## src/ifm_pkg.sv

```systemverilog
// Package: addresses, field positions and codes of the interrupt flag and mask bank
package ifm_pkg;
    localparam int unsigned ADDR_W = 8;
    localparam int unsigned DATA_W = 4;
    localparam logic [7:0] ADDR_PROG_TIMER_FLAG = 8'hc0;
    localparam logic [7:0] ADDR_SERIAL_FLAG     = 8'hc1;
    localparam logic [7:0] ADDR_SINGLE_KEY_FLAG = 8'hc2;
    localparam logic [7:0] ADDR_KEY_GROUP_FLAG  = 8'hc3;
    localparam logic [7:0] ADDR_CONVERSION_FLAG = 8'hc4;
    localparam logic [7:0] ADDR_STOPWATCH_FLAG  = 8'hc5;
    localparam logic [7:0] ADDR_CLOCK_TICK_FLAG = 8'hc6;
    localparam logic [7:0] ADDR_PERIPH_ENABLE   = 8'hc8;
    localparam logic [7:0] ADDR_KEY_ENABLE      = 8'hc9;
    localparam logic [7:0] ADDR_KEY_LINE_SELECT = 8'hca;
    localparam logic [7:0] ADDR_STOPWATCH_ENA   = 8'hcb;
    localparam logic [7:0] ADDR_CLOCK_TICK_ENA  = 8'hcc;
    localparam logic [3:0] RESET_VALUE          = 4'h0;
    localparam logic [3:0] ZERO_NIBBLE          = 4'h0;
    // Source index, lowest to highest priority
    localparam int unsigned SRC_CLOCK_TICK = 0;
    localparam int unsigned SRC_STOPWATCH  = 1;
    localparam int unsigned SRC_CONVERSION = 2;
    localparam int unsigned SRC_KEY_GROUP  = 3;
    localparam int unsigned SRC_SINGLE_KEY = 4;
    localparam int unsigned SRC_SERIAL     = 5;
    localparam int unsigned SRC_PROG_TIMER = 6;
    localparam int unsigned NUM_SRC        = 7;
    // Vector low byte; page 1 is implied
    localparam logic [7:0] VEC_NONE        = 8'h00;
    localparam logic [7:0] VEC_CLOCK_TICK  = 8'h02;
    localparam logic [7:0] VEC_STOPWATCH   = 8'h04;
    localparam logic [7:0] VEC_CONVERSION  = 8'h06;
    localparam logic [7:0] VEC_KEY_GROUP   = 8'h08;
    localparam logic [7:0] VEC_SINGLE_KEY  = 8'h0a;
    localparam logic [7:0] VEC_SERIAL      = 8'h0c;
    localparam logic [7:0] VEC_PROG_TIMER  = 8'h0e;
endpackage : ifm_pkg

```

## src/ifm_bank.sv

```systemverilog
// Interrupt flag, mask and key-line selection register bank
//
// Summary of operation
// - Address c0 bit 0 is the read-only programmable timer flag, zero after reset.
// - Address c1 bit 0 is the read-only serial transfer flag, zero after reset.
// - Address c2 bit 0 is the read-only single key flag, zero after reset.
// - Address c3 bit 0 is the read-only key group flag, zero after reset.
// - Address c4 bit 0 is the read-only conversion flag, zero after reset.
// - Address c5 holds stopwatch 1 Hz flag in bit 1 and 10 Hz flag in bit 0, zero after reset.
// - Address c6 holds clock tick flags 1, 2, 8, 32 Hz in bits 3 to 0, zero after reset.
// - Address c8 holds conversion, serial and timer enables in bits 2 to 0, one enables, reset zero.
// - Address c9 holds single key and key group enables in bits 1 and 0, reset zero.
// - Address ca holds per-line key group selects in bits 3 to 0, reset zero.
// - Address cb holds stopwatch 1 Hz and 10 Hz enables in bits 1 and 0, upper bits read zero.
// - Address cc holds clock tick enables for 1, 2, 8, 32 Hz in bits 3 to 0, reset zero.
// - Reading a flag register clears its flags, but an event in that cycle survives.
// - With several enabled events pending the highest vector, 10e down to 102, is given.
`timescale 1ns/1ps
module ifm_bank
    import ifm_pkg::*;
(
    input  wire logic        mclk_i,
    input  wire logic        reset_i,
    input  wire logic [7:0]  addr_i,
    input  wire logic        rd_i,
    input  wire logic        wr_i,
    input  wire logic [3:0]  wdata_i,
    output logic      [3:0]  rdata_o,
    input  wire logic        prog_timer_event_i,
    input  wire logic        serial_event_i,
    input  wire logic        single_key_event_i,
    input  wire logic [3:0]  key_group_lines_event_i,
    input  wire logic        conversion_event_i,
    input  wire logic [1:0]  stopwatch_event_i,
    input  wire logic [3:0]  clock_tick_event_i,
    output logic             irq_o,
    output logic      [7:0]  irq_vector_o,
    output logic      [3:0]  key_line_select_o
);
    // ----------------------------------------------------------------
    // Address decode
    // ----------------------------------------------------------------
    function automatic logic hit(input logic [7:0] a, input logic [7:0] target);
        hit = (a == target);
    endfunction : hit

    logic [6:0] rd_clr;
    assign rd_clr[SRC_PROG_TIMER] = rd_i && hit(addr_i, ADDR_PROG_TIMER_FLAG);
    assign rd_clr[SRC_SERIAL]     = rd_i && hit(addr_i, ADDR_SERIAL_FLAG);
    assign rd_clr[SRC_SINGLE_KEY] = rd_i && hit(addr_i, ADDR_SINGLE_KEY_FLAG);
    assign rd_clr[SRC_KEY_GROUP]  = rd_i && hit(addr_i, ADDR_KEY_GROUP_FLAG);
    assign rd_clr[SRC_CONVERSION] = rd_i && hit(addr_i, ADDR_CONVERSION_FLAG);
    assign rd_clr[SRC_STOPWATCH]  = rd_i && hit(addr_i, ADDR_STOPWATCH_FLAG);
    assign rd_clr[SRC_CLOCK_TICK] = rd_i && hit(addr_i, ADDR_CLOCK_TICK_FLAG);

    // ----------------------------------------------------------------
    // Enable and selection registers
    // ----------------------------------------------------------------
    logic [2:0] periph_ena_ff;
    logic [1:0] key_ena_ff;
    logic [3:0] key_sel_ff;
    logic [1:0] sw_ena_ff;
    logic [3:0] tick_ena_ff;

    always_ff @(posedge mclk_i) begin
        if (reset_i) begin
            periph_ena_ff <= RESET_VALUE[2:0];
            key_ena_ff    <= RESET_VALUE[1:0];
            key_sel_ff    <= RESET_VALUE;
            sw_ena_ff     <= RESET_VALUE[1:0];
            tick_ena_ff   <= RESET_VALUE;
        end else if (wr_i) begin
            if (hit(addr_i, ADDR_PERIPH_ENABLE))   periph_ena_ff <= wdata_i[2:0];
            if (hit(addr_i, ADDR_KEY_ENABLE))      key_ena_ff    <= wdata_i[1:0];
            if (hit(addr_i, ADDR_KEY_LINE_SELECT)) key_sel_ff    <= wdata_i;
            if (hit(addr_i, ADDR_STOPWATCH_ENA))   sw_ena_ff     <= wdata_i[1:0];
            if (hit(addr_i, ADDR_CLOCK_TICK_ENA))  tick_ena_ff   <= wdata_i;
        end
    end

    // ----------------------------------------------------------------
    // Flags
    // ----------------------------------------------------------------
    // Deselected key lines never reach the group flag
    logic       key_group_hit;
    assign key_group_hit = |(key_group_lines_event_i & key_sel_ff);

    logic [3:0] f_pt, f_sio, f_sk, f_kg, f_ad, f_sw, f_tk;

    ifm_flag_nibble u_pt (.mclk_i(mclk_i), .reset_i(reset_i), .rd_clr_i(rd_clr[SRC_PROG_TIMER]),
        .set_i({3'h0, prog_timer_event_i}), .flag_o(f_pt));
    ifm_flag_nibble u_sio (.mclk_i(mclk_i), .reset_i(reset_i), .rd_clr_i(rd_clr[SRC_SERIAL]),
        .set_i({3'h0, serial_event_i}), .flag_o(f_sio));
    ifm_flag_nibble u_sk (.mclk_i(mclk_i), .reset_i(reset_i), .rd_clr_i(rd_clr[SRC_SINGLE_KEY]),
        .set_i({3'h0, single_key_event_i}), .flag_o(f_sk));
    ifm_flag_nibble u_kg (.mclk_i(mclk_i), .reset_i(reset_i), .rd_clr_i(rd_clr[SRC_KEY_GROUP]),
        .set_i({3'h0, key_group_hit}), .flag_o(f_kg));
    ifm_flag_nibble u_ad (.mclk_i(mclk_i), .reset_i(reset_i), .rd_clr_i(rd_clr[SRC_CONVERSION]),
        .set_i({3'h0, conversion_event_i}), .flag_o(f_ad));
    ifm_flag_nibble u_sw (.mclk_i(mclk_i), .reset_i(reset_i), .rd_clr_i(rd_clr[SRC_STOPWATCH]),
        .set_i({2'h0, stopwatch_event_i}), .flag_o(f_sw));
    ifm_flag_nibble u_tk (.mclk_i(mclk_i), .reset_i(reset_i), .rd_clr_i(rd_clr[SRC_CLOCK_TICK]),
        .set_i(clock_tick_event_i), .flag_o(f_tk));

    // ----------------------------------------------------------------
    // Read data, registered; flags show their value before the clear
    // ----------------------------------------------------------------
    logic [3:0] nxt_rdata;
    logic [3:0] rdata_ff;

    always_comb begin
        nxt_rdata = ZERO_NIBBLE;
        unique case (addr_i)
            ADDR_PROG_TIMER_FLAG: nxt_rdata = {3'h0, f_pt[0]};
            ADDR_SERIAL_FLAG:     nxt_rdata = {3'h0, f_sio[0]};
            ADDR_SINGLE_KEY_FLAG: nxt_rdata = {3'h0, f_sk[0]};
            ADDR_KEY_GROUP_FLAG:  nxt_rdata = {3'h0, f_kg[0]};
            ADDR_CONVERSION_FLAG: nxt_rdata = {3'h0, f_ad[0]};
            ADDR_STOPWATCH_FLAG:  nxt_rdata = {2'h0, f_sw[1:0]};
            ADDR_CLOCK_TICK_FLAG: nxt_rdata = f_tk;
            ADDR_PERIPH_ENABLE:   nxt_rdata = {1'h0, periph_ena_ff};
            ADDR_KEY_ENABLE:      nxt_rdata = {2'h0, key_ena_ff};
            ADDR_KEY_LINE_SELECT: nxt_rdata = key_sel_ff;
            ADDR_STOPWATCH_ENA:   nxt_rdata = {2'h0, sw_ena_ff};
            ADDR_CLOCK_TICK_ENA:  nxt_rdata = tick_ena_ff;
            default:              nxt_rdata = ZERO_NIBBLE;
        endcase
    end

    always_ff @(posedge mclk_i) begin
        if (reset_i) begin
            rdata_ff <= ZERO_NIBBLE;
        end else if (rd_i) begin
            rdata_ff <= nxt_rdata;
        end
    end
    assign rdata_o = rdata_ff;

    // ----------------------------------------------------------------
    // Request and vector
    // ----------------------------------------------------------------
    logic [6:0] pend;
    assign pend[SRC_PROG_TIMER] = f_pt[0] & periph_ena_ff[0];
    assign pend[SRC_SERIAL]     = f_sio[0] & periph_ena_ff[1];
    assign pend[SRC_CONVERSION] = f_ad[0] & periph_ena_ff[2];
    assign pend[SRC_KEY_GROUP]  = f_kg[0] & key_ena_ff[0];
    assign pend[SRC_SINGLE_KEY] = f_sk[0] & key_ena_ff[1];
    assign pend[SRC_STOPWATCH]  = |(f_sw[1:0] & sw_ena_ff);
    assign pend[SRC_CLOCK_TICK] = |(f_tk & tick_ena_ff);

    logic [7:0] nxt_vector;
    ifm_priority_enc u_enc (.pend_i(pend), .vec_o(nxt_vector));

    logic       irq_ff;
    logic [7:0] vector_ff;
    always_ff @(posedge mclk_i) begin
        if (reset_i) begin
            irq_ff    <= 1'b0;
            vector_ff <= VEC_NONE;
        end else begin
            irq_ff    <= |pend;
            vector_ff <= nxt_vector;
        end
    end
    assign irq_o             = irq_ff;
    assign irq_vector_o      = vector_ff;
    assign key_line_select_o = key_sel_ff;

    // ----------------------------------------------------------------
    // Checks
    // ----------------------------------------------------------------
    AST_IRQ_FOLLOWS_PEND: assert property (@(posedge mclk_i) disable iff (reset_i)
        ##1 (irq_o == $past(|pend)))
        else $error("request does not follow pending sources");
    AST_TIMER_WINS: assert property (@(posedge mclk_i) disable iff (reset_i)
        pend[SRC_PROG_TIMER] |=> (irq_vector_o == VEC_PROG_TIMER))
        else $error("timer vector not chosen");
    AST_TICK_LOWEST: assert property (@(posedge mclk_i) disable iff (reset_i)
        (pend == 7'h01) |=> (irq_vector_o == VEC_CLOCK_TICK))
        else $error("clock tick vector wrong");
    AST_MASKED_NO_IRQ: assert property (@(posedge mclk_i) disable iff (reset_i)
        (periph_ena_ff == 3'h0 && key_ena_ff == 2'h0 && sw_ena_ff == 2'h0 && tick_ena_ff == 4'h0)
        |=> !irq_o)
        else $error("request while all masked");
    AST_ENABLE_WRITE: assert property (@(posedge mclk_i) disable iff (reset_i)
        (wr_i && addr_i == ADDR_CLOCK_TICK_ENA) |=> (tick_ena_ff == $past(wdata_i)))
        else $error("enable write lost");
    AST_SW_UPPER_ZERO: assert property (@(posedge mclk_i) disable iff (reset_i)
        (rd_i && addr_i == ADDR_STOPWATCH_ENA) |=> (rdata_o[3:2] == 2'h0))
        else $error("upper stopwatch enable bits not zero");
    AST_FLAG_READBACK: assert property (@(posedge mclk_i) disable iff (reset_i)
        (rd_i && addr_i == ADDR_PROG_TIMER_FLAG) |=> (rdata_o == {3'h0, $past(f_pt[0])}))
        else $error("timer flag read wrong");
    AST_READ_THEN_CLEAR: assert property (@(posedge mclk_i) disable iff (reset_i)
        (rd_i && addr_i == ADDR_CLOCK_TICK_FLAG && clock_tick_event_i == 4'h0) |=> (f_tk == 4'h0))
        else $error("tick flags not cleared by read");
    AST_KEY_SELECT: assert property (@(posedge mclk_i) disable iff (reset_i)
        (key_sel_ff == 4'h0 && !rd_clr[SRC_KEY_GROUP] && f_kg == 4'h0) |=> (f_kg == 4'h0))
        else $error("deselected key line raised flag");

    COV_IRQ: cover property (@(posedge mclk_i) disable iff (reset_i) $rose(irq_o));
    COV_TWO_PEND: cover property (@(posedge mclk_i) disable iff (reset_i) pend[SRC_SERIAL] && pend[SRC_STOPWATCH]);
    COV_SET_ON_CLEAR: cover property (@(posedge mclk_i) disable iff (reset_i)
        rd_clr[SRC_SERIAL] && serial_event_i);
endmodule : ifm_bank

```

## src/ifm_flag_nibble.sv

```systemverilog
// Four sticky event flags, cleared on read, set wins over clear
`timescale 1ns/1ps
module ifm_flag_nibble
    import ifm_pkg::*;
(
    input  wire logic        mclk_i,
    input  wire logic        reset_i,
    input  wire logic [3:0]  set_i,
    input  wire logic        rd_clr_i,
    output logic      [3:0]  flag_o
);
    logic [3:0] flag_ff;

    always_ff @(posedge mclk_i) begin
        if (reset_i) begin
            flag_ff <= RESET_VALUE;
        end else if (rd_clr_i) begin
            flag_ff <= set_i;
        end else begin
            flag_ff <= flag_ff | set_i;
        end
    end

    assign flag_o = flag_ff;

    AST_SET_STICKS: assert property (@(posedge mclk_i) disable iff (reset_i)
        |set_i |=> ((flag_ff & $past(set_i)) == $past(set_i)))
        else $error("event lost");
    AST_READ_CLEARS: assert property (@(posedge mclk_i) disable iff (reset_i)
        rd_clr_i |=> (flag_ff == $past(set_i)))
        else $error("read did not clear flags");
endmodule : ifm_flag_nibble

```

## src/ifm_priority_enc.sv

```systemverilog
// Highest pending enabled source to vector
`timescale 1ns/1ps
module ifm_priority_enc
    import ifm_pkg::*;
(
    input  wire logic [6:0] pend_i,
    output logic      [7:0] vec_o
);
    always_comb begin
        vec_o = VEC_NONE;
        if (pend_i[SRC_PROG_TIMER]) begin
            vec_o = VEC_PROG_TIMER;
        end else if (pend_i[SRC_SERIAL]) begin
            vec_o = VEC_SERIAL;
        end else if (pend_i[SRC_SINGLE_KEY]) begin
            vec_o = VEC_SINGLE_KEY;
        end else if (pend_i[SRC_KEY_GROUP]) begin
            vec_o = VEC_KEY_GROUP;
        end else if (pend_i[SRC_CONVERSION]) begin
            vec_o = VEC_CONVERSION;
        end else if (pend_i[SRC_STOPWATCH]) begin
            vec_o = VEC_STOPWATCH;
        end else if (pend_i[SRC_CLOCK_TICK]) begin
            vec_o = VEC_CLOCK_TICK;
        end
    end
endmodule : ifm_priority_enc

```

## config.mk

```make
export PLATFORM = sky130hd
export DESIGN_NAME = ifm_bank
export DESIGN_NICKNAME = d
export VERILOG_FILES = /design/src/ifm_pkg.sv /design/src/ifm_bank.sv /design/src/ifm_flag_nibble.sv /design/src/ifm_priority_enc.sv
export SDC_FILE = /design/constraint.sdc
export NUM_CORES = 1
export LEC_CHECK = 0
export ABC_AREA = 0
export BUFFER_PORTS_ARGS = -buffer_cell sky130_fd_sc_hd__buf_2
export CAP_MARGIN = 20
export CORE_MARGIN = 3
export CORE_UTILIZATION = 45
export CTS_BUF_LIST = sky130_fd_sc_hd__clkbuf_4 sky130_fd_sc_hd__clkbuf_8
export CTS_CLUSTER_DIAMETER = 40
export DETAILED_ROUTE_END_ITERATION = 6
export PLACE_DENSITY = 0.7
export SLEW_MARGIN = 5
export SYNTH_ARGS = -nofsm -noshare
export SYNTH_HDL_FRONTEND = slang
export SYNTH_SLANG_ARGS = --single-unit
```

## constraint.sdc

```tcl
create_clock -name mclk_i -period 3.1 [get_ports mclk_i]
set_clock_uncertainty 0.05 [all_clocks]
set_input_delay 0.465 -clock mclk_i [delete_from_list [all_inputs] [get_ports mclk_i]]
set_output_delay 0.465 -clock mclk_i [all_outputs]
set_load 0.03 [all_outputs]
```

[Word-level counts from Yosys, hierarchy flattened]
Cells that the tools add are included.
Word-level totals
  bits in latches: 0
  bits in registers: 56
  memory bits (writable): 0
  input port bits: 30
  bits in read-only memories: 0
  output and inout port bits: 17
  memories: 0
Cells by class
  div/mod/pow operators: 0
  multipliers: 0
  order comparisons: 0
  eq/ne operators: 12
  reduce and logical (&&, ||, !) cells: 23
  multiplexer cells: 15
  bitwise logic cells: 15
  add/sub/neg operators: 0
  shift-type cells: 0
Operators with widths (count)
  $eq A8 B8 Y1 const B: 12
  $pmux W4 S12: 1
  $mux W4: 7
  $or A4 B1 Y4: 5
  $reduce_or A2 Y1: 7
  $reduce_or A11 Y1: 1
  $reduce_and A2 Y1: 5
  $and A4 B4 Y4: 2
  $reduce_or A4 Y1: 2
  $reduce_or A8 Y1: 1
  $logic_and A1 B1 Y1: 7
  $and A1 B1 Y1: 5
  $mux W1: 5
  $mux W2: 2
  $or A4 B2 Y4: 1
  $or A4 B4 Y4: 1
  $and A2 B2 Y2: 1

[Depth between registers and ports, before layout]
Gate-level depths: netlist (run 1).
  depth in word-level cells: 9
  gate-level depth with buffers: 6

[Modules after synthesis]
From an unflattened synthesis (run 1), not the netlist that was laid out.
Second synthesis, totals
  cell total of the unflattened synthesis: 282
  area, all modules: 2541.2 µm²
By module, submodules not included
  ifm_bank: times used 1, cells an instance 154, area an instance 1473.9 µm²
  ifm_flag_nibble: times used 7, cells an instance 16, area an instance 140.1 µm²
  ifm_priority_enc: times used 1, cells an instance 16, area an instance 86.3 µm²

[Worst setup path before layout (run 1)]
Ideal clock, no wire load.
  path kind: input -> register
  start point: input port addr_i[4]
  end point: register key_sel_ff[0], in the netlist key_line_select_o[0]
  cell stages on the path: 6
  arrival: 1487 ps
  slack: 1435 ps
  required time: 2922 ps
  path through: and4bb_4 -> and3_4 -> and3_1 -> buf_6 -> mux2i_1 -> nor2_1
On the way
  cells in the longest elaborated chain, start to end: 2
Ends and longest elaborated chain
  from (decl): line ifm_bank.sv:24  | input wire logic [7:0] addr_i,
  $eq A8 B8 Y1: line ifm_bank.sv:44  | hit = (a == target);
  $reduce_and A2 Y1 (no line)
  to (signal assigned): line ifm_bank.sv:75  | if (hit(addr_i, ADDR_KEY_LINE_SELECT)) key_sel_ff <= wdata_i;
  to (decl): line ifm_bank.sv:61  | logic [3:0] key_sel_ff;
No other way between the ends.
A chain may end at the register's enable or synchronous reset.

[Worst setup path in the final report (run 1)]
  start point: input port addr_i[1]
  end point: register key_sel_ff[3], in the netlist key_line_select_o[3]
The elaborated chain is that of the path after synthesis.

==> metrics.log, run 1 <==
[metrics] final antenna-violating net count: 0
[metrics] proportion of synthesized chip area in sequential cells: roughly two fifths
[metrics] number of hold violations in the final report: 0
[metrics] Leakage: 0.7807 nW
[metrics] Placeable Area: around 3500 um^2
[metrics] clock root cell: sky130_fd_sc_hd__clkbuf_8
[metrics] # fillers: approximately 360
[metrics] sum of overflow across all layers after global routing: 0
[metrics] count of buffers inserted at the top-level ports: 41
[metrics] number of antenna violations at the first check in global routing: 0
[metrics] effective utilization at floorplan: 48.34%
[metrics] via-per-instance ratio: about 5.5
[metrics] worst max-slew margin expressed relative to the limit: 59.77%
[metrics] cell with the most instances after synthesis: sky130_fd_sc_hd__dfxtp_1
[metrics] worst setup margin: around 1400 ps
[metrics] part of the total power dissipated in combinational logic: under 10%
[metrics] dpl ws: between 1000 and 1500 ps
[metrics] Sw Ratio: about a quarter
[metrics] PwrDens: ~440 nW/um^2
[metrics] kind of capture point of the worst setup path: flip-flop
[metrics] count of final setup violators: 0
[metrics] Critical Path Start Type: input pin
[metrics] Clock power frac: between 30 and 40%
[metrics] iteration-0 DRC count of the detailed router: about 130
[metrics] critical path arrival: 1840 ps
[metrics] drt first pass iters: 4
[metrics] deepest clock path buffer count: 2
[metrics] worst voltage drop across the vdd grid: 270.9 uV
[metrics] data required time at the worst endpoint: about 3200 ps
[metrics] number of register bits inferred by synthesis: 34
[metrics] # Post-CTS Setup Buffers: 0
[metrics] Synthesis Warnings: 0
[metrics] DRC errors left: 0
[metrics] synthesized area: around 1700 um^2
[metrics] count of inserted antenna diode cells: 0
[metrics] result of the run: complete, no violations
[metrics] clock latency on the worst-skew pair: 280 ps
[metrics] Final Slew Violations: 0
[metrics] hold-fix buffers at CTS: 0
[metrics] average cell area after synthesis: ~8.6 um^2
[metrics] total global-route track usage: between 10% and 20%
[metrics] Final Wtd Congestion: between 0.9 and 1
[metrics] sum of net half-perimeters after detailed placement: 3054 um
[metrics] count of unique library cells instantiated by Yosys: between 40 and 50
[metrics] final cycle utilization of the critical path: 56.31%
[metrics] vias after detailed routing: between 1500 and 2000
[metrics] per-cell routed wire length: between 10 and 15 um
[metrics] chip height: 67.04 um
[metrics] sequential fraction of design power: between 50 and 60%
[metrics] leading post-synthesis cells by cell area: sky130_fd_sc_hd__dfxtp_1 (41%), sky130_fd_sc_hd__mux2i_1 (6.6%), sky130_fd_sc_hd__a21oi_1 (6.3%)
[metrics] measured slew at the worst slew-check pin: 603.4 ps
[metrics] type of the tightest min-delay check: input pin to flip-flop
[metrics] # nets final: 262
[metrics] cell-internal power: around 0.65 mW
[metrics] type of the worst setup path: input pin to flip-flop
[metrics] wire length of the first global-routing pass: ~6400 um
[metrics] number of cells upsized or downsized after cts: 0
[metrics] RSZ-0062 raised after global routing: no
[metrics] clock-pin transition on the worst setup and hold timing paths: roughly 60 ps
[metrics] total clock buffers created by CTS: 5
[metrics] critical path fanouts, max: 14
[metrics] MaxCap Viol Count: 0
[metrics] most instantiated cells after synthesis: sky130_fd_sc_hd__dfxtp_1 (34), sky130_fd_sc_hd__nor2_1 (26), sky130_fd_sc_hd__a21oi_1 (21)
[metrics] Syn-to-layout area delta: 15.90%
[metrics] ratio of cells with drive above 1 in the final layout: approximately a quarter
[metrics] setup TNS after final layout: 0 ps
[metrics] number of H-tree levels: 2
[metrics] peak clock frequency supported by timing: roughly 0.57 GHz
[metrics] number of flops mapped to enable cells by yosys: 0
[metrics] clock tree from TritonCTS: built
[metrics] Die Outline Area: around 4500 um^2
[metrics] number of core rows: 21
[metrics] async set-reset flop share out of synthesis: 0%
[metrics] # IOs: 47
[metrics] switching component of the power: approximately 0.20 mW
[metrics] area leader, netlist: sky130_fd_sc_hd__dfxtp_1
[metrics] CTS sink cnt: 34
[metrics] total wire length after detailed routing: approximately 4000 um
[metrics] Mapped Cells: 195
[metrics] minimum clock period after layout: about 1700 ps
[metrics] pin count of the biggest net entering global routing: 35
[metrics] via count of the first global-routing pass: between 1000 and 1500
[metrics] Die W: approximately 67 um
[metrics] share of Yosys cell area claimed by the top area cell type: about 40%
[metrics] Most used DFF post-synth: sky130_fd_sc_hd__dfxtp_1
==> cell families after synthesis <==
logic type | count (synthesis) | share of synthesized area [%]
AO/OA/AOI/OAI | 51 | 19.63
adder cells (fa/ha/maj) | 1 | 0.5970
AND/OR/NAND/NOR | 77 | 24.25
multiplexers | 14 | 8.582
buffers and inverters | 17 | 6.119
other | 1 | 0.2237
flip-flops | 34 | 40.60
==> power by group through the flow <==
| stage | clock network, mW | registers [mW] | logic, mW |
|---|---|---|---|
| detailed placement | 0 | 0.466 | 0.0774 |
| global route | 0.339 | 0.457 | 0.0867 |
| floorplan | 0 | 0.462 | 0.0538 |
| global placement | 0 | 0.466 | 0.0774 |
| finish | 0.316 | 0.456 | 0.0778 |
| CTS | 0.318 | 0.456 | 0.0779 |
==> sequential cells by signal, summed over array words and instances (netlist names), 2 cells and up <==
register	cells
u_sw.flag_o	2
sw_ena_ff	2
u_tk.flag_o	4
tick_ena_ff	4
key_line_select_o	4
periph_ena_ff	3
key_ena_ff	2
rdata_o	4
irq_vector_o	3
==> final timing paths <==
path              slack, ps  depth (start not counted)                    to                   from
hold reg to reg         430                          2        tick_ena_ff[0]         tick_ena_ff[0]
setup reg to reg       1520                          5       irq_vector_o[1]         u_tk.flag_o[1]
setup / recovery       1350                          5  key_line_select_o[3]              addr_i[1]
hold / removal          330                          3        u_tk.flag_o[0]  clock_tick_event_i[0]
==> area by class of cell <==
type                            instances  area (um^2)  share of cell area [%]
Multi-Input combinational cell        148        908.4                   46.75
Sequential cell                        34        680.7                   35.03
Timing Repair Buffer                   41        205.2                   10.56
Clock buffer                            7        83.83                   4.314
Tap cell                               46        57.56                   2.962
Inverter                                2        7.507                  0.3863
==> through the flow <==
stage                     cell area [um^2]  power, mW  instances  hold slack [ps]  util, %
after global routing                  1943     0.8827        278            350.9    56.02
after detailed placement              1859     0.5432        271            418.1    53.61
after global placement                1859     0.5435        271            406.1    53.61
final                                 1943     0.8494        278            334.8    56.02
after CTS                             1943     0.8519        278            335.5    56.02
after floorplan                       1692     0.5161        199            390.2        -
==> worst max-delay path, cell delays in order <==
cell	delay [ps]
sky130_fd_sc_hd__buf_2	270
sky130_fd_sc_hd__nor2b_1	460
sky130_fd_sc_hd__and3_1	370
sky130_fd_sc_hd__mux2i_1	210
sky130_fd_sc_hd__nor2_1	50
==> per-layer routing <==
metal / vias to the layer above / routed length (um) / track usage (%)
met5: - / 0 / 0
met4: 0 / 52 / 6.835
met3: 8 / 262 / 4.216
met2: 65 / 1730 / 27.61
met1: 693 / 1965 / 27.38
li1: 768 / - / -
==> cells in the final DEF (no fill, tap or decap), types with 3 or more instances in the layout <==
cell	n
sky130_fd_sc_hd__nor2_1	26
sky130_fd_sc_hd__buf_2	41
sky130_fd_sc_hd__conb_1	5
sky130_fd_sc_hd__dfxtp_1	34
sky130_fd_sc_hd__a22oi_1	3
sky130_fd_sc_hd__nand2_1	20
sky130_fd_sc_hd__a22o_1	7
sky130_fd_sc_hd__clkbuf_8	5
sky130_fd_sc_hd__mux2_2	3
sky130_fd_sc_hd__o21ai_0	5
sky130_fd_sc_hd__nand2b_1	3
sky130_fd_sc_hd__nand3_1	9
sky130_fd_sc_hd__a31oi_1	3
sky130_fd_sc_hd__and3_1	4
sky130_fd_sc_hd__mux2i_1	11
sky130_fd_sc_hd__a21oi_1	21
Note: power is estimated with default switching activity, not from simulation.
==> inputs of run 2 (changes only) <==
clock period = 1.72 ns   (was 3.1 ns; I/O delays follow)
==> run 2 against run 1 <==
  * First-iteration DRC count decreased by 41%
  * Count of clock-buffer cells in the layout unchanged
  * Combinational power increased by 94%
  * Register-to-register slack got worse by 1400 ps
  * Largest cell class unchanged
  * Via count increased by 3.8%
  * Clock power increased by 79%
  * Sequential share of layout area decreased by 0.66 points
==> metrics.log, run 2 (synthesized netlist as in run 1, its figures left out) <==
[metrics] result of the run: complete, no violations
[metrics] standard cell with the maximum stage delay on the critical path: sky130_fd_sc_hd__a221oi_1
[metrics] critical path fanouts, max: 3
[metrics] worst voltage drop across the vdd grid: 422.8 uV
[metrics] FF-to-FF Start: u_tk.flag_o[1]
[metrics] sum of overflow across all layers after global routing: 0
[metrics] via count of the first global-routing pass: between 1000 and 1500
[metrics] CP max stage delay: 400 ps
[metrics] Critical Path Start Type: flip-flop
[metrics] Final Slew Violations: 0
[metrics] hold-fix buffers at CTS: 0
[metrics] clock-pin transition on the worst setup and hold timing paths: approximately 60 ps
[metrics] setup slack of the most critical reg-to-reg path: ~140 ps
[metrics] cell area after layout: approximately 2000 um^2
[metrics] Worst setup endpoint: irq_vector_o[1]
[metrics] ratio of cells with drive above 1 in the final layout: 25.32%
[metrics] ordered cell list for the critical path: a22o_1 -> a221oi_1 -> o21ai_0 -> a21boi_0 -> o22ai_1
[metrics] iteration-0 DRC count of the detailed router: just under 80
[metrics] number of antenna violations at the first check in global routing: 0
[metrics] Placeable Area: roughly 3500 um^2
[metrics] post-place instance area: between 1500 and 2000 um^2
[metrics] most frequent standard cell in the layout excluding fill and tap cells: sky130_fd_sc_hd__buf_2
[metrics] PwrDens: a little under 800 nW/um^2
[metrics] minimum clock period after layout: 1577 ps
[metrics] via-per-instance ratio: between 5 and 6
[metrics] Syn-to-layout area delta: 18.13%
[metrics] # IOs: 47
[metrics] Die W: roughly 67 um
[metrics] clock latency on the worst-skew pair: between 200 and 300 ps
[metrics] total global-route track usage: 19.95%
[metrics] vias after detailed routing: between 1500 and 2000
[metrics] type of the worst setup path: flip-flop to flip-flop
[metrics] clock tree from TritonCTS: built
[metrics] final antenna-violating net count: 0
[metrics] count of final setup violators: 0
[metrics] total clock buffers created by CTS: 5
[metrics] wire length of the first global-routing pass: ~6700 um
[metrics] sum of net half-perimeters after detailed placement: 3197 um
[metrics] count of inserted antenna diode cells: 0
[metrics] deepest clock path buffer count: 2
[metrics] final non-filler cell total: approximately 280
[metrics] # nets final: 267
[metrics] Final Wtd Congestion: slightly above 0.9
[metrics] number of hold violations in the final report: 0
[metrics] number of core rows: 21
[metrics] data required time at the worst endpoint: ~1800 ps
[metrics] pin count of the biggest net entering global routing: 21
[metrics] RSZ-0062 raised after global routing: no
[metrics] total chip power: 1.538 mW
[metrics] setup TNS after final layout: 0 ps
[metrics] number of cells in the design after placement: between 200 and 300
[metrics] per-cell routed wire length: 14.60 um
[metrics] type of the tightest min-delay check: input pin to flip-flop
[metrics] final cycle utilization of the critical path: 91.69%
[metrics] R2R cell count: 5
[metrics] drt first pass iters: 4
[metrics] Leakage: a little over 0.8 nW
[metrics] critical path arrival: approximately 1700 ps
[metrics] # Post-CTS Setup Buffers: 0
[metrics] source of the critical timing path: u_tk.flag_o[1]
[metrics] clock root cell: sky130_fd_sc_hd__clkbuf_8
[metrics] number of cells upsized or downsized after cts: 0
[metrics] MaxCap Viol Count: 0
[metrics] total wire length after detailed routing: 4132 um
[metrics] r2r endpoint: irq_vector_o[1]
[metrics] chip height: ~67 um
[metrics] effective utilization at floorplan: between 40 and 50%
[metrics] CTS sink cnt: 34
[metrics] DRC errors left: 0
[metrics] kind of capture point of the worst setup path: flip-flop
[metrics] number of H-tree levels: 2
[metrics] count of buffers inserted at the top-level ports: 41
[metrics] worst hold stages: 3
[metrics] commonest cells after routing, fill and taps aside: sky130_fd_sc_hd__buf_2 (41), sky130_fd_sc_hd__dfxtp_1 (34), sky130_fd_sc_hd__nor2_1 (26)
[metrics] Die Outline Area: around 4500 um^2
[metrics] peak clock frequency supported by timing: about 0.63 GHz
-- run 2: changes by cell type in the layout (fill, tap and decap cells not counted), sizes merged --
cell / delta
buf: +5
-- run 2: area by class of cell --
| cell class | instances | area, um^2 |
|---|---|---|
| tap | 46 | 57.56 |
| multi-input combinational | 148 | 908.4 |
| sequential | 34 | 680.7 |
| timing repair buffer | 46 | 242.7 |
| fill | 348 | 1488 |
| inverter | 2 | 7.507 |
| clock buffer | 7 | 83.83 |
-- run 2: through the flow --
stage	utilization, %	worst slack (ps)	hold WS, ps
2_1_floorplan	-	262.2	325.4
4_1_cts	57.11	137.2	129.1
3_5_place_dp	54.69	65.27	419.8
6_report	57.11	142.9	128.6
3_3_place_gp	54.69	77.79	410.5
5_1_grt	57.11	3.403	138.7
-- run 2: worst max-delay path, delay by kind of cell (launching register included) --
family	cells	cell delay (ps)
AO/OA/AOI/OAI	5	1080
flip-flops	1	330
-- run 2: where the power goes --
group	leakage, nW	switching (mW)	internal, mW
clock	0.0452	0.256	0.310
combinational	0.483	0.0915	0.0596
sequential	0.277	0.0168	0.805
-- run 2: worst min-delay path by stage --
stage                                     start         endpoint  slack (ps)
after floorplan              conversion_event_i   u_ad.flag_o[0]         330
after global placement    clock_tick_event_i[2]   u_tk.flag_o[2]         410
after detailed placement         tick_ena_ff[0]   tick_ena_ff[0]         420
after CTS                  stopwatch_event_i[0]   u_sw.flag_o[0]         130
after global routing             serial_event_i  u_sio.flag_o[0]         140
final                      stopwatch_event_i[1]   u_sw.flag_o[1]         130
-- run 2: per-layer routing --
metal	GRT usage, %	wire length [um]
met5	0	0
met4	7.595	86
met3	5.396	301
met2	30.55	1809
met1	26.41	1934
==> inputs of run 3 (changes only) <==
ABC_AREA = 1   (was 0)
==> run 3 against run 2 <==
  * Hold slack worse by 5.4 ps
  * Global-route usage grew 0.47 points
  * Synthesized area barely moved
  * Setup slack improved by 310 ps
  * Critical endpoint is now rdata_o[0]
==> metrics.log, run 3 <==
[metrics] type of the worst setup path: input pin to flip-flop
[metrics] via count of the first global-routing pass: ~1500
[metrics] count of buffers inserted at the top-level ports: 41
[metrics] count of inserted antenna diode cells: 0
[metrics] result of the run: complete, no violations
[metrics] vias after detailed routing: approximately 1700
[metrics] multiplexer share of the synthesized area: 0%
[metrics] post-route core utilization: 56.85%
[metrics] cell with the most instances after synthesis: sky130_fd_sc_hd__nand2_1
[metrics] Critical Path Start Type: input pin
[metrics] switching component of the power: 0.3879 mW
[metrics] synthesized-area fraction occupied by ao, oa, aoi and oai cells: approximately 15%
[metrics] ratio of cells with drive above 1 in the final layout: between 20% and 30%
[metrics] final cycle utilization of the critical path: between 70% and 80%
[metrics] final antenna-violating net count: 0
[metrics] number of antenna violations at the first check in global routing: 0
[metrics] number of flops mapped to enable cells by yosys: 0
[metrics] sequential fraction of design power: between 50% and 60%
[metrics] clock latency on the worst-skew pair: roughly 280 ps
[metrics] number of H-tree levels: 2
[metrics] critical path arrival: about 1400 ps
[metrics] drt first pass iters: 4
[metrics] part of the total power dissipated in combinational logic: under 10%
[metrics] area fraction in and, or, nand and nor cells after synthesis: between 30 and 40%
[metrics] average cell area after synthesis: ~7 um^2
[metrics] Most used DFF post-synth: sky130_fd_sc_hd__dfxtp_1
[metrics] total chip power: between 1.5 and 2 mW
[metrics] largest family of logic cells by synthesized area: simple AND/OR/NAND/NOR gates
[metrics] total global-route track usage: slightly above 20%
[metrics] peak clock frequency supported by timing: around 0.8 GHz
[metrics] total clock buffers created by CTS: 5
[metrics] type of the tightest min-delay check: input pin to flip-flop
[metrics] Syn-to-layout area delta: 17.52%
[metrics] CTS sink cnt: 34
[metrics] Die W: between 60 and 70 um
[metrics] effective utilization at floorplan: between 40% and 50%
[metrics] # fillers: about 400
[metrics] iteration-0 DRC count of the detailed router: 86
[metrics] hold-fix buffers at CTS: 0
[metrics] cell-internal power: approximately 1.2 mW
[metrics] MaxCap Viol Count: 0
[metrics] standard cell with the maximum stage delay on the critical path: sky130_fd_sc_hd__nor2_4
[metrics] cell area after layout: about 2000 um^2
[metrics] Mapped Cells: 246
[metrics] wire length of the first global-routing pass: about 6800 um
[metrics] total wire length after detailed routing: between 4000 and 5000 um
[metrics] per-cell routed wire length: between 10 and 15 um
[metrics] ordered cell list for the critical path: buf_2 -> inv_1 -> nand2_1 -> nor2_4 -> buf_4 -> nand3_1 -> nand2_1 -> nor2_1 -> nand3_1 -> nand2_1 -> a21oi_1
[metrics] pin count of the biggest net entering global routing: 23
[metrics] synthesized area: roughly 1700 um^2
[metrics] Final Slew Violations: 0
[metrics] # nets final: approximately 320
[metrics] kind of capture point of the worst setup path: flip-flop
[metrics] Leakage: just under 0.9 nW
[metrics] setup slack of the most critical reg-to-reg path: about 570 ps
[metrics] post-place instance area: around 1900 um^2
[metrics] post-synthesis adder-cell area fraction: 0%
[metrics] setup TNS after final layout: 0 ps
[metrics] RSZ-0062 raised after global routing: no
[metrics] CP max stage delay: 270 ps
[metrics] commonest cells after routing, fill and taps aside: sky130_fd_sc_hd__nand2_1 (53), sky130_fd_sc_hd__buf_2 (41), sky130_fd_sc_hd__nand3_1 (38)
[metrics] xor and xnor fraction of the mapped netlist area: 0%
[metrics] Sw Ratio: approximately 25%
[metrics] Placeable Area: approximately 3500 um^2
[metrics] data required time at the worst endpoint: between 1500 and 2000 ps
[metrics] critical path fanouts, max: 15
[metrics] minimum clock period after layout: between 1000 and 1500 ps
[metrics] clock root cell: sky130_fd_sc_hd__clkbuf_8
[metrics] clock tree from TritonCTS: built
[metrics] via-per-instance ratio: between 4 and 5
[metrics] # IOs: 47
[metrics] Final Wtd Congestion: between 0.8 and 0.9
[metrics] number of cells upsized or downsized after cts: 0
[metrics] DRC errors left: 0
[metrics] area leader, netlist: sky130_fd_sc_hd__dfxtp_1
[metrics] PwrDens: approximately 800 nW/um^2
[metrics] Die Outline Area: roughly 4500 um^2
[metrics] count of unique library cells instantiated by Yosys: 22
[metrics] leading post-synthesis cells by cell area: sky130_fd_sc_hd__dfxtp_1 (41%), sky130_fd_sc_hd__nand2_1 (12%), sky130_fd_sc_hd__nand3_1 (11%)
[metrics] number of core rows: 21
[metrics] cell repeated most along the worst path: sky130_fd_sc_hd__nand2_1
[metrics] count of final setup violators: 0
[metrics] chip height: roughly 67 um
[metrics] Clock power frac: between 30% and 40%
[metrics] proportion of synthesized chip area in sequential cells: around two fifths
[metrics] async set-reset flop share out of synthesis: 0%
[metrics] deepest clock path buffer count: 2
[metrics] sum of net half-perimeters after detailed placement: around 3200 um
[metrics] most frequent standard cell in the layout excluding fill and tap cells: sky130_fd_sc_hd__nand2_1
[metrics] most instantiated cells after synthesis: sky130_fd_sc_hd__nand2_1 (53), sky130_fd_sc_hd__nand3_1 (38), sky130_fd_sc_hd__dfxtp_1 (34)
[metrics] # Post-CTS Setup Buffers: 0
[metrics] sum of overflow across all layers after global routing: 0
[metrics] clock-pin transition on the worst setup and hold timing paths: about 70 ps
[metrics] worst voltage drop across the vdd grid: 541.3 uV
[metrics] share of Yosys cell area claimed by the top area cell type: 40.57%
[metrics] number of register bits inferred by synthesis: 34
[metrics] number of hold violations in the final report: 0
[metrics] Synthesis Warnings: 0
[run 3: changes by cell type in the layout (fill, tap and decap cells not counted), moves of 4 or more]
| cell | before | now |
|---|---|---|
| sky130_fd_sc_hd__mux2i_1 | 11 | 0 |
| sky130_fd_sc_hd__nand2_1 | 20 | 53 |
| sky130_fd_sc_hd__o21ai_0 | 5 | 13 |
| sky130_fd_sc_hd__inv_1 | 2 | 20 |
| sky130_fd_sc_hd__and3_1 | 4 | 0 |
| sky130_fd_sc_hd__a21oi_1 | 21 | 33 |
| sky130_fd_sc_hd__nand3_1 | 9 | 38 |
| sky130_fd_sc_hd__a22o_1 | 7 | 1 |
[run 3: worst paths after layout]
check | start | endpoint | cells after the start
worst max register to register | tick_ena_ff[1] | irq_vector_o[1] | 8
worst min register to register | rdata_o[2] | rdata_o[2] | 2
worst max-delay path | addr_i[4] | rdata_o[0] | 11
worst min-delay path | serial_event_i | u_sio.flag_o[0] | 3
[run 3: critical path, delay by kind of cell]
family / cells / cell delay [ps]
simple gates: 7 / 670
compound gates: 1 / 120
buf+inv: 3 / 370
[run 3: power groups by stage]
stage | combinational (mW) | sequential (mW) | clock, mW
2_1_floorplan | 0.0911 | 0.834 | 0
3_3_place_gp | 0.134 | 0.840 | 0
3_5_place_dp | 0.136 | 0.840 | 0
4_1_cts | 0.136 | 0.822 | 0.631
5_1_grt | 0.153 | 0.823 | 0.674
6_report | 0.136 | 0.822 | 0.620
[run 3: metal layers]
metal | up-vias | GRT usage (%) | wire length [um]
li1 | 880 | - | -
met1 | 730 | 26.46 | 1953
met2 | 41 | 32.27 | 1938
met3 | 5 | 4.047 | 216
met4 | 0 | 9.367 | 58
met5 | - | 0 | 0
[run 3: cells by family after synthesis]
group           count (synthesis)
compound gates                 49
buf+inv                        35
flops                          34
other cells                     1
simple gates                  127
[run 3: layout make-up]
cell class / count / area, um^2 / area share [%]
timing repair buffer: 44 / 227.7 / 11.55
clock inverter: 1 / 5.005 / 0.2538
clock buffer: 7 / 90.09 / 4.569
inverter: 21 / 78.83 / 3.997
tap: 46 / 57.56 / 2.919
sequential: 34 / 680.7 / 34.52
multi-input combinational: 181 / 832.0 / 42.20
[run 3: metrics by stage]
step	cells	hold WS [ps]	worst slack [ps]
5_1_grt	334	128.3	276.9
3_5_place_dp	326	406.5	176.2
4_1_cts	334	120.7	459.1
6_report	334	123.2	457.6
2_1_floorplan	250	277.1	552.9
3_3_place_gp	326	403.4	208.9
